--- src/hdl/aesm_pkg.sv ---
/*
  Constants, codes and carrier types for the audio element speaker mapper.
  Assumes a single 50 MHz system clock and synchronous active-high reset.
*/
package aesm_pkg;

  localparam int unsigned NUM_RATES = 12;
  localparam logic [16:0] RATE_TABLE [NUM_RATES] = '{
    17'h17700, 17'h15888, 17'h0fa00, 17'h0bb80, 17'h0ac44, 17'h07d00,
    17'h05dc0, 17'h05622, 17'h03e80, 17'h02ee0, 17'h02b11, 17'h01f40};
  localparam logic [5:0]  MAX_CHANNELS = 6'h30;
  localparam int unsigned NUM_BANDS    = 4;
  localparam logic [1:0]  BAND_DIV_SHIFT = 2'h3;

  localparam logic [10:0] LINES_SHORT = 11'h080;
  localparam logic [10:0] LINES_LONG  = 11'h400;

  // layout codes
  localparam logic [2:0] LAY_1   = 3'h1;
  localparam logic [2:0] LAY_2   = 3'h2;
  localparam logic [2:0] LAY_3   = 3'h3;
  localparam logic [2:0] LAY_4   = 3'h4;
  localparam logic [2:0] LAY_5   = 3'h5;
  localparam logic [2:0] LAY_5P1 = 3'h6;
  localparam logic [2:0] LAY_7P1 = 3'h7;

  // element kinds
  localparam logic [1:0] EL_SINGLE = 2'h0;
  localparam logic [1:0] EL_PAIR   = 2'h1;
  localparam logic [1:0] EL_LFE    = 2'h2;

  // speaker codes
  localparam logic [3:0] SPK_NONE = 4'h0;
  localparam logic [3:0] SPK_CF   = 4'h1;
  localparam logic [3:0] SPK_LF   = 4'h2;
  localparam logic [3:0] SPK_RF   = 4'h3;
  localparam logic [3:0] SPK_LCF  = 4'h4;
  localparam logic [3:0] SPK_RCF  = 4'h5;
  localparam logic [3:0] SPK_LOF  = 4'h6;
  localparam logic [3:0] SPK_ROF  = 4'h7;
  localparam logic [3:0] SPK_RSUR = 4'h8;
  localparam logic [3:0] SPK_LS   = 4'h9;
  localparam logic [3:0] SPK_RS   = 4'ha;
  localparam logic [3:0] SPK_LFE  = 4'hb;

  // variable-length code kinds
  localparam logic [1:0] VLC_SPECTRAL = 2'h0;
  localparam logic [1:0] VLC_SF_DELTA = 2'h1;
  localparam logic [1:0] VLC_INTENS   = 2'h2;
  localparam logic [3:0] VLC_MAX_PREFIX = 4'hf;

  // inverse quantizer: magnitude^(4/3) in Q4, 2^(k/4) in Q8
  localparam logic [9:0] IQ_POW_TABLE [16] = '{
    10'h000, 10'h010, 10'h028, 10'h045, 10'h066, 10'h089, 10'h0ae, 10'h0d6,
    10'h100, 10'h12c, 10'h159, 10'h187, 10'h1b8, 10'h1e9, 10'h21c, 10'h250};
  localparam logic [8:0] IQ_GAIN_TABLE [4] = '{9'h100, 9'h130, 9'h16a, 9'h1af};
  localparam int unsigned IQ_FRAC_BITS = 12;
  localparam int unsigned COEF_FRAC_BITS = 8;

  typedef struct packed {
    logic signed [15:0] first;   // mid when mid/side is on, else left
    logic signed [15:0] second;  // side when mid/side is on, else right
    logic        [5:0]  sf;
    logic        [1:0]  band;
  } aesm_spec_t;

  typedef struct packed {
    logic signed [31:0] centre;
    logic signed [31:0] surr_l;
    logic signed [31:0] surr_r;
  } aesm_dmx_t;

  typedef struct packed {
    logic [1:0] kind;
    logic [3:0] spk0;
    logic [3:0] spk1;
    logic       last;
  } aesm_map_t;

endpackage

--- src/hdl/aesm_inv_quant.sv ---
/*
  One-cycle inverse quantizer for a single quantized spectral value.
  Saturates magnitudes above 15 to 15 itself rather than relying on the entropy stage.
*/
`timescale 1ns/1ps
`default_nettype none
module aesm_inv_quant (
  input  wire logic               clk_sys,
  input  wire logic               sys_rst,
  input  wire logic signed [15:0] q_in,
  input  wire logic        [5:0]  sf,
  output logic signed      [31:0] value
);
  logic        [3:0]  mag;
  logic        [18:0] prod;
  logic        [31:0] scaled;
  logic signed [31:0] next_value;

  always_comb begin
    // clip keeps the table small; larger magnitudes saturate
    if (q_in < 0)
      mag = (q_in < -16'sd15) ? 4'hf : 4'(-q_in);
    else
      mag = (q_in > 16'sd15) ? 4'hf : q_in[3:0];
    prod   = 19'(aesm_pkg::IQ_POW_TABLE[mag] * aesm_pkg::IQ_GAIN_TABLE[sf[1:0]]);
    // every four scale increments double the gain: 6 dB / 4 = 1.5 dB
    // shift in a wide word so large scale factors do not wrap before the cut
    scaled = 32'((51'(prod) << sf[5:2]) >> aesm_pkg::IQ_FRAC_BITS);
    next_value = (q_in < 0) ? -$signed(scaled) : $signed(scaled);
  end

  always_ff @(posedge clk_sys) begin
    if (sys_rst)
      value <= 32'sh0;
    else
      value <= next_value;
  end
endmodule
`default_nettype wire

--- src/hdl/aesm_top.sv ---
/*
  Decoder configuration check, element-to-speaker mapping, block and window
  selection, band selection, variable-length decoding and the spectral path
  (inverse quantizer, mid/side, down-mix, mute).
  Assumes the parser presents inputs synchronous to clk_sys, one word a cycle.
*/
`timescale 1ns/1ps
`default_nettype none
module aesm_top (
  input  wire logic                clk_sys,
  input  wire logic                sys_rst,
  input  wire logic                cfg_valid,
  input  wire logic         [16:0] cfg_rate_hz,
  input  wire logic         [2:0]  cfg_layout,
  input  wire logic         [5:0]  cfg_channels,
  input  wire logic                elem_valid,
  input  wire logic         [1:0]  elem_kind,
  output aesm_pkg::aesm_map_t      map_out,
  output logic                     map_valid,
  input  wire logic                blk_valid,
  input  wire logic                blk_short,
  input  wire logic                blk_win_shape,
  output logic              [10:0] blk_lines,
  output logic                     win_shape,
  input  wire logic         [3:0]  band_scalable_profile,
  output logic              [16:0] bandwidth_hz,
  input  wire logic                bit_valid,
  input  wire logic                bit_in,
  input  wire logic         [1:0]  vlc_kind,
  output logic                     vlc_valid,
  output logic              [1:0]  vlc_kind_out,
  output logic signed       [15:0] vlc_value,
  output logic                     vlc_err,
  input  wire logic                spec_valid,
  input  wire aesm_pkg::aesm_spec_t spec_in,
  input  wire aesm_pkg::aesm_dmx_t spec_dmx,
  input  wire logic                ms_en,
  input  wire logic                dmx_en,
  input  wire logic         [7:0]  dmx_coef,
  output logic                     out_valid,
  output logic signed       [31:0] out_left,
  output logic signed       [31:0] out_right,
  output logic                     cfg_err
);
  // ---- configuration check and mute ----
  logic        rate_ok;
  logic        next_cfg_err;
  logic [2:0]  layout;
  logic [2:0]  next_layout;
  logic [16:0] rate;
  logic [16:0] next_rate;
  logic        map_err;

  always_comb begin
    rate_ok = 1'b0;
    for (int i = 0; i < aesm_pkg::NUM_RATES; i++)
      if (cfg_rate_hz == aesm_pkg::RATE_TABLE[i])
        rate_ok = 1'b1;
    next_cfg_err = cfg_err | map_err;
    next_layout  = layout;
    next_rate    = rate;
    if (cfg_valid) begin
      next_layout = cfg_layout;
      next_rate   = cfg_rate_hz;
      // channel ceiling; bad stream flags error
      next_cfg_err = !rate_ok || cfg_channels > aesm_pkg::MAX_CHANNELS ||
                     cfg_channels == 6'h00 || cfg_layout == 3'h0 || map_err;
    end
  end

  always_ff @(posedge clk_sys) begin
    if (sys_rst) begin
      cfg_err <= 1'b1;
      layout  <= 3'h0;
      rate    <= 17'h0;
    end else begin
      cfg_err <= next_cfg_err;
      layout  <= next_layout;
      rate    <= next_rate;
    end
  end

  // ---- element to speaker mapping ----
  function automatic aesm_pkg::aesm_map_t map_expect(input logic [2:0] lay, input logic [2:0] idx);
    aesm_pkg::aesm_map_t m;
    m = '{kind: aesm_pkg::EL_SINGLE, spk0: aesm_pkg::SPK_NONE, spk1: aesm_pkg::SPK_NONE, last: 1'b1};
    unique case ({lay, idx})
      {aesm_pkg::LAY_1, 3'h0}: m = '{aesm_pkg::EL_SINGLE, aesm_pkg::SPK_CF, aesm_pkg::SPK_NONE, 1'b1};
      {aesm_pkg::LAY_2, 3'h0}: m = '{aesm_pkg::EL_PAIR, aesm_pkg::SPK_LF, aesm_pkg::SPK_RF, 1'b1};
      {aesm_pkg::LAY_3, 3'h0},
      {aesm_pkg::LAY_4, 3'h0},
      {aesm_pkg::LAY_5, 3'h0},
      {aesm_pkg::LAY_5P1, 3'h0},
      {aesm_pkg::LAY_7P1, 3'h0}: m = '{aesm_pkg::EL_SINGLE, aesm_pkg::SPK_CF, aesm_pkg::SPK_NONE, 1'b0};
      {aesm_pkg::LAY_3, 3'h1}: m = '{aesm_pkg::EL_PAIR, aesm_pkg::SPK_LF, aesm_pkg::SPK_RF, 1'b1};
      {aesm_pkg::LAY_4, 3'h1},
      {aesm_pkg::LAY_5, 3'h1},
      {aesm_pkg::LAY_5P1, 3'h1}: m = '{aesm_pkg::EL_PAIR, aesm_pkg::SPK_LF, aesm_pkg::SPK_RF, 1'b0};
      {aesm_pkg::LAY_4, 3'h2}: m = '{aesm_pkg::EL_SINGLE, aesm_pkg::SPK_RSUR, aesm_pkg::SPK_NONE, 1'b1};
      {aesm_pkg::LAY_5, 3'h2}: m = '{aesm_pkg::EL_PAIR, aesm_pkg::SPK_LS, aesm_pkg::SPK_RS, 1'b1};
      {aesm_pkg::LAY_5P1, 3'h2}: m = '{aesm_pkg::EL_PAIR, aesm_pkg::SPK_LS, aesm_pkg::SPK_RS, 1'b0};
      {aesm_pkg::LAY_5P1, 3'h3}: m = '{aesm_pkg::EL_LFE, aesm_pkg::SPK_LFE, aesm_pkg::SPK_NONE, 1'b1};
      {aesm_pkg::LAY_7P1, 3'h1}: m = '{aesm_pkg::EL_PAIR, aesm_pkg::SPK_LCF, aesm_pkg::SPK_RCF, 1'b0};
      {aesm_pkg::LAY_7P1, 3'h2}: m = '{aesm_pkg::EL_PAIR, aesm_pkg::SPK_LOF, aesm_pkg::SPK_ROF, 1'b0};
      {aesm_pkg::LAY_7P1, 3'h3}: m = '{aesm_pkg::EL_PAIR, aesm_pkg::SPK_LS, aesm_pkg::SPK_RS, 1'b0};
      {aesm_pkg::LAY_7P1, 3'h4}: m = '{aesm_pkg::EL_LFE, aesm_pkg::SPK_LFE, aesm_pkg::SPK_NONE, 1'b1};
      default: m.kind = 2'h3;  // no element expected here
    endcase
    return m;
  endfunction

  aesm_pkg::aesm_map_t expect_now;
  aesm_pkg::aesm_map_t next_map;
  logic [2:0]          elem_idx;
  logic [2:0]          next_elem_idx;
  logic                done;
  logic                next_done;

  always_comb begin
    expect_now    = map_expect(layout, elem_idx);
    next_map      = map_out;
    next_elem_idx = elem_idx;
    next_done     = done;
    map_err       = 1'b0;
    if (cfg_valid) begin
      next_elem_idx = 3'h0;
      next_done     = 1'b0;
    end else if (elem_valid) begin
      if (done || expect_now.kind != elem_kind) begin
        map_err  = 1'b1;
        next_map = '{kind: elem_kind, spk0: aesm_pkg::SPK_NONE, spk1: aesm_pkg::SPK_NONE, last: 1'b0};
      end else begin
        next_map      = expect_now;
        next_elem_idx = elem_idx + 3'h1;
        next_done     = expect_now.last;
      end
    end
  end

  always_ff @(posedge clk_sys) begin
    if (sys_rst) begin
      map_out   <= '0;
      map_valid <= 1'b0;
      elem_idx  <= 3'h0;
      done      <= 1'b0;
    end else begin
      map_out   <= next_map;
      map_valid <= elem_valid && !cfg_valid;
      elem_idx  <= next_elem_idx;
      done      <= next_done;
    end
  end

  // ---- block length, window, bands ----
  logic [10:0] next_blk_lines;
  logic        next_win_shape;
  logic [16:0] next_bandwidth;
  logic [2:0]  top_band;

  always_comb begin
    next_blk_lines = blk_lines;
    next_win_shape = win_shape;
    if (blk_valid) begin
      next_blk_lines = blk_short ? aesm_pkg::LINES_SHORT : aesm_pkg::LINES_LONG;
      next_win_shape = blk_win_shape;
    end
    top_band = 3'h0;
    for (int b = 0; b < aesm_pkg::NUM_BANDS; b++)
      if (band_scalable_profile[b])
        top_band = 3'(b + 1);
    // each band spans rate/8, so 48 kHz lowest band gives 6 kHz
    next_bandwidth = 17'((rate >> aesm_pkg::BAND_DIV_SHIFT) * top_band);
  end

  always_ff @(posedge clk_sys) begin
    if (sys_rst) begin
      blk_lines    <= aesm_pkg::LINES_LONG;
      win_shape    <= 1'b0;
      bandwidth_hz <= 17'h0;
    end else begin
      blk_lines    <= next_blk_lines;
      win_shape    <= next_win_shape;
      bandwidth_hz <= next_bandwidth;
    end
  end

  // ---- variable-length decoder (order-0 exp-Golomb) ----
  typedef enum logic [1:0] {VLC_PREFIX = 2'b01, VLC_SUFFIX = 2'b10} aesm_vlc_state_t;
  aesm_vlc_state_t vstate;
  aesm_vlc_state_t next_vstate;
  logic [3:0]  zeros;
  logic [3:0]  next_zeros;
  logic [3:0]  left;
  logic [3:0]  next_left;
  logic [15:0] acc;
  logic [15:0] next_acc;
  logic [15:0] code;
  logic        next_vlc_valid;
  logic        next_vlc_err;
  logic [1:0]  next_vlc_kind;
  logic signed [15:0] next_vlc_value;

  always_comb begin
    next_vstate    = vstate;
    next_zeros     = zeros;
    next_left      = left;
    next_acc       = acc;
    next_vlc_valid = 1'b0;
    next_vlc_err   = 1'b0;
    next_vlc_kind  = vlc_kind_out;
    next_vlc_value = vlc_value;
    code           = 16'h0;
    if (bit_valid) begin
      unique case (vstate)
        VLC_PREFIX: begin
          if (!bit_in) begin
            if (zeros == aesm_pkg::VLC_MAX_PREFIX) begin
              next_vlc_err = 1'b1;
              next_zeros   = 4'h0;
            end else
              next_zeros = zeros + 4'h1;
          end else if (zeros == 4'h0) begin
            next_vlc_valid = 1'b1;
            next_vlc_kind  = vlc_kind;
            next_vlc_value = 16'sh0;
          end else begin
            next_vstate = VLC_SUFFIX;
            next_left   = zeros;
            next_acc    = 16'h1;
          end
        end
        VLC_SUFFIX: begin
          next_acc  = {acc[14:0], bit_in};
          next_left = left - 4'h1;
          if (left == 4'h1) begin
            // one code family, signed map for deltas and intensity
            code           = {acc[14:0], bit_in} - 16'h1;
            next_vlc_valid = 1'b1;
            next_vlc_kind  = vlc_kind;
            if (vlc_kind == aesm_pkg::VLC_SPECTRAL)
              next_vlc_value = $signed(code);
            else
              next_vlc_value = code[0] ? $signed({1'b0, code[15:1]} + 16'h1) : -$signed({1'b0, code[15:1]});
            next_vstate = VLC_PREFIX;
            next_zeros  = 4'h0;
          end
        end
      endcase
    end
  end

  always_ff @(posedge clk_sys) begin
    if (sys_rst) begin
      vstate       <= VLC_PREFIX;
      zeros        <= 4'h0;
      left         <= 4'h0;
      acc          <= 16'h0;
      vlc_valid    <= 1'b0;
      vlc_err      <= 1'b0;
      vlc_kind_out <= aesm_pkg::VLC_SPECTRAL;
      vlc_value    <= 16'sh0;
    end else begin
      vstate       <= next_vstate;
      zeros        <= next_zeros;
      left         <= next_left;
      acc          <= next_acc;
      vlc_valid    <= next_vlc_valid;
      vlc_err      <= next_vlc_err;
      vlc_kind_out <= next_vlc_kind;
      vlc_value    <= next_vlc_value;
    end
  end

  // ---- spectral path: inverse quantizer, mid/side, down-mix ----
  function automatic logic signed [31:0] mix(input logic signed [31:0] a, input logic signed [31:0] b,
                                             input logic signed [31:0] c, input logic [7:0] k);
    logic signed [41:0] side_sum;
    side_sum = (42'(b) + 42'(c)) * $signed({1'b0, k});
    return 32'(42'(a) + (side_sum >>> aesm_pkg::COEF_FRAC_BITS));
  endfunction

  logic signed [31:0] iq_first;
  logic signed [31:0] iq_second;
  logic               in_band;
  logic               stage_valid;
  logic               next_stage_valid;
  logic               stage_keep;
  logic               next_stage_keep;
  logic signed [31:0] rec_l;
  logic signed [31:0] rec_r;
  logic signed [31:0] next_left_out;
  logic signed [31:0] next_right_out;

  aesm_inv_quant u_iq_first (
    .clk_sys (clk_sys),
    .sys_rst (sys_rst),
    .q_in    (spec_in.first),
    .sf      (spec_in.sf),
    .value   (iq_first)
  );

  aesm_inv_quant u_iq_second (
    .clk_sys (clk_sys),
    .sys_rst (sys_rst),
    .q_in    (spec_in.second),
    .sf      (spec_in.sf),
    .value   (iq_second)
  );

  always_comb begin
    in_band          = band_scalable_profile[spec_in.band];
    next_stage_valid = spec_valid;
    next_stage_keep  = in_band;
    // left = mid + side, right = mid - side; off passes through
    rec_l = ms_en ? iq_first + iq_second : iq_first;
    rec_r = ms_en ? iq_first - iq_second : iq_second;
    // down-mix with user coefficient; off passes through
    if (dmx_en) begin
      next_left_out  = mix(rec_l, spec_dmx.centre, spec_dmx.surr_l, dmx_coef);
      next_right_out = mix(rec_r, spec_dmx.centre, spec_dmx.surr_r, dmx_coef);
    end else begin
      next_left_out  = rec_l;
      next_right_out = rec_r;
    end
    // mute on error or dropped band
    if (!stage_valid || cfg_err || !stage_keep) begin
      next_left_out  = 32'sh0;
      next_right_out = 32'sh0;
    end
  end

  always_ff @(posedge clk_sys) begin
    if (sys_rst) begin
      stage_valid <= 1'b0;
      stage_keep  <= 1'b0;
      out_valid   <= 1'b0;
      out_left    <= 32'sh0;
      out_right   <= 32'sh0;
    end else begin
      stage_valid <= next_stage_valid;
      stage_keep  <= next_stage_keep;
      out_valid   <= stage_valid;
      out_left    <= next_left_out;
      out_right   <= next_right_out;
    end
  end
endmodule
`default_nettype wire

--- config.mk ---
export PLATFORM = sky130hd
export DESIGN_NAME = aesm_top
export DESIGN_NICKNAME = d
export VERILOG_FILES = /design/src/hdl/aesm_pkg.sv /design/src/hdl/aesm_inv_quant.sv /design/src/hdl/aesm_top.sv
export SDC_FILE = /design/constraint.sdc
export NUM_CORES = 2
export LEC_CHECK = 0
export ABC_AREA = 1
export BUFFER_PORTS_ARGS = -buffer_cell sky130_fd_sc_hd__buf_2
export CELL_PAD_IN_SITES_DETAIL_PLACEMENT = 0
export CELL_PAD_IN_SITES_GLOBAL_PLACEMENT = 1
export CORE_MARGIN = 2
export CORE_UTILIZATION = 45
export CTS_CLUSTER_SIZE = 28
export DETAILED_ROUTE_END_ITERATION = 12
export MAX_ROUTING_LAYER = met4
export PLACE_DENSITY = 0.81
export SLEW_MARGIN = 20
export SYNTH_ARGS = -nofsm -noshare
export SYNTH_HDL_FRONTEND = slang
export SYNTH_SLANG_ARGS = --single-unit
export TNS_END_PERCENT = 20
--- constraint.sdc ---
create_clock -name clk_sys -period 11.4 [get_ports clk_sys]
set_input_delay 1.14 -clock clk_sys [delete_from_list [all_inputs] [get_ports clk_sys]]
set_output_delay 1.14 -clock clk_sys [all_outputs]
set_load 0.02 [all_outputs]
==> impl_metrics.json <==
{
  "max_cap_violations": 0,
  "overflow": 0,
  "setup_tns_ns": 0,
  "viasPerCell": 5.27,
  "htree_num_levels": 1,
  "crit_path_max_fanout": 6,
  "grt_pass1_wl_um": 245000,
  "wl_um": 152000,
  "grt_max_degree": 69,
  "cts_hold_buf": 0,
  "critPathArrivalTime_ns": 9.66,
  "syn-instance-count": 6939,
  "yosys_most_used_dff": "dfxtp_1",
  "r2r_slack_ns": 6.16,
  "post_cts_resized": 0,
  "post_drt_wl_per_cell_um": 17.8,
  "required_ns": 11.89,
  "worst_slew_pin_slew_ns": 1.11,
  "die_area_sq_um": 108000,
  "fmax_ghz": 0.109,
  "clockBufferDepth": 3,
  "track_usage": 0.293,
  "slowest_stage": "fa_1",
  "synth_top_area_cell": "fa_1",
  "r2r-start": "u_iq_second.value[2]",
  "rows": 118,
  "critical_path_class": "in2reg",
  "fin_crit_sh": 0.804,
  "cts_made_buffers": 29,
  "period_needed_ns": 9.17,
  "startpoint_type": "input port",
  "synth_warnings": 0,
  "synth.distinct_cells": 74,
  "cts_setup_buffers": 0,
  "synth_edf_count": 0,
  "die_h_um": 328,
  "netlist_area_sq_um": 47200,
  "dpl.hpwl_um": 129000,
  "grt_pass1_vias": 45100,
  "endpoint_kind": "flop",
  "setup_viol": 0,
  "critical_path.max_stage_delay_ns": 0.57,
  "finalHoldViolCount": 0,
  "skew_ns": 0.0392,
  "initial_core_util": 0.455,
  "core-area_sq_um": 104000,
  "portBuffers": 307,
  "tritoncts": "built",
  "finalMaxSlewViolations": 0,
  "first_iter_violations": 3358,
  "final_common_cell": "inv_1",
  "ctsRootBufferMaster": "clkbuf_16",
  "crit_top_cell": "inv_1",
  "syn_to_final_growth_pct": 7.75,
  "dieWidth_um": 328,
  "clk_pin_slew_ns": 0.06,
  "ys_ff_latch": 229,
  "antenna_found_initial": 10,
  "slew_headroom": 0.254,
  "yosysSeqAreaShare": 0.0971,
  "synth_area_leaders": "fa_1, ha_1, inv_1",
  "nets": 8283,
  "clkLatencyLatePin_ns": 0.63,
  "drtPass1Iterations": 6,
  "ios": 317,
  "hold_path_class": "reg2reg",
  "mostFrequentLayoutCells": "inv_1, nand2_1, nor2_1",
  "syn_avg_cell_area_sq_um": 6.81,
  "worstSetupStartpoint": "spec_dmx[64]",
  "drc": 0,
  "reg2reg_depth": 28,
  "status": "finished clean",
  "synthArstFlopShare": 0,
  "synth_top_area_frac": 0.222,
  "gp_congestion": 0.970,
  "hold_path.startpoint": "done",
  "drive_gt1_frac": 0.0783,
  "rsz0062_at_grt": "false",
  "num_vias": 44900,
  "clock_sinks": 229,
  "hold_depth": 2,
  "ant_nets": 0
}
-- synthesized netlist by cell type (4+ instances only) --
cell type,number
buf_2,35
nand3b_1,11
a21oi_1,466
a21o_1,25
nand4_1,66
nor2_4,8
clkinv_1,7
nor2_2,19
o41ai_1,4
nand2_4,5
o31ai_1,7
nor2_1,791
o2111ai_1,5
buf_1,25
clkbuf_1,129
o21ai_0,304
a221oi_1,6
a21boi_1,4
and2_1,8
nand2_1,1302
or2_2,51
inv_2,19
nand2_2,25
nor4_1,18
xnor2_1,73
nor3_4,4
o211ai_1,43
buf_4,11
o21bai_1,42
fa_1,523
xor2_1,149
o221ai_1,17
o21ai_1,43
nor3_1,53
inv_1,1337
a21boi_0,7
dfxtp_1,229
a31oi_1,43
nand3_2,14
nor3_2,5
o22ai_1,8
o21a_1,32
a211oi_1,18
ha_1,465
nand3_1,436
-- through the flow --
stage	hold slack (ns)	area, sq um	util	std cells	setup WS, ns
after CTS	0.458	50900	0.490	8508	2.27
after floorplan	0.400	47300	-	6947	2.98
final	0.452	50900	0.490	8512	2.23
after detailed placement	0.448	49800	0.480	8454	1.67
after global routing	0.479	50900	0.490	8511	1.42
after global placement	0.434	49800	0.480	8454	1.74
-- state kept, by name (all words and copies together), names as in the netlist, 3 cells and up --
name / cells
u_iq_first.value: 32
elem_idx: 3
vlc_value: 16
left: 4
u_iq_second.value: 32
acc: 15
out_left: 32
zeros: 4
rate: 14
map_out: 10
layout: 3
bandwidth_hz: 17
out_right: 32
-- metal layers --
metal | routed length, um | track usage | vias up
met4 | 5130 | 0.0891 | 0
met2 | 71200 | 0.482 | 1219
met5 | 0 | - | -
met3 | 8080 | 0.0313 | 191
li1 | - | - | 22200
met1 | 67400 | 0.378 | 21200
-- layout make-up --
cell class / instances / area [sq um]
antenna: 4 / 10.0
clock buffer: 36 / 792
clock inverter: 18 / 256
fill: 10900 / 52900
inverter: 1363 / 5120
multi-input combinational: 5154 / 36700
sequential: 229 / 4580
tap: 1380 / 1730
timing repair buffer: 328 / 1690
-- path summary, 6_finish.rpt --
check	endpoint
setup / recovery	out_right[30]
hold / removal	done
setup reg to reg	out_right[28]
hold reg to reg	done
-- critical path, delay by kind of cell --
kind                       cells  cell delay, ns
adders and majority gates      8            3.33
AOI/OAI and AO/OA             14            2.91
and+or+nand+nor               11            1.30
buffers and inverters          7            0.53
xor gates and xnor gates       2            0.44
-- cell families after synthesis --
kind of cell | Yosys count | share of synthesized area
AO/OA/AOI/OAI | 1096 | 0.132
AND/OR/NAND/NOR | 2834 | 0.258
other | 1 | 0.0000794
XOR/XNOR | 225 | 0.0422
adder cells (fa/ha/maj) | 988 | 0.345
buffers and inverters | 1564 | 0.126
flip-flops | 229 | 0.0971
multiplexers | 2 | 0.000424
Power is left out: the tool's default activity adds up to more than one toggle a clock period on the data nets, which glitch-free logic cannot reach.
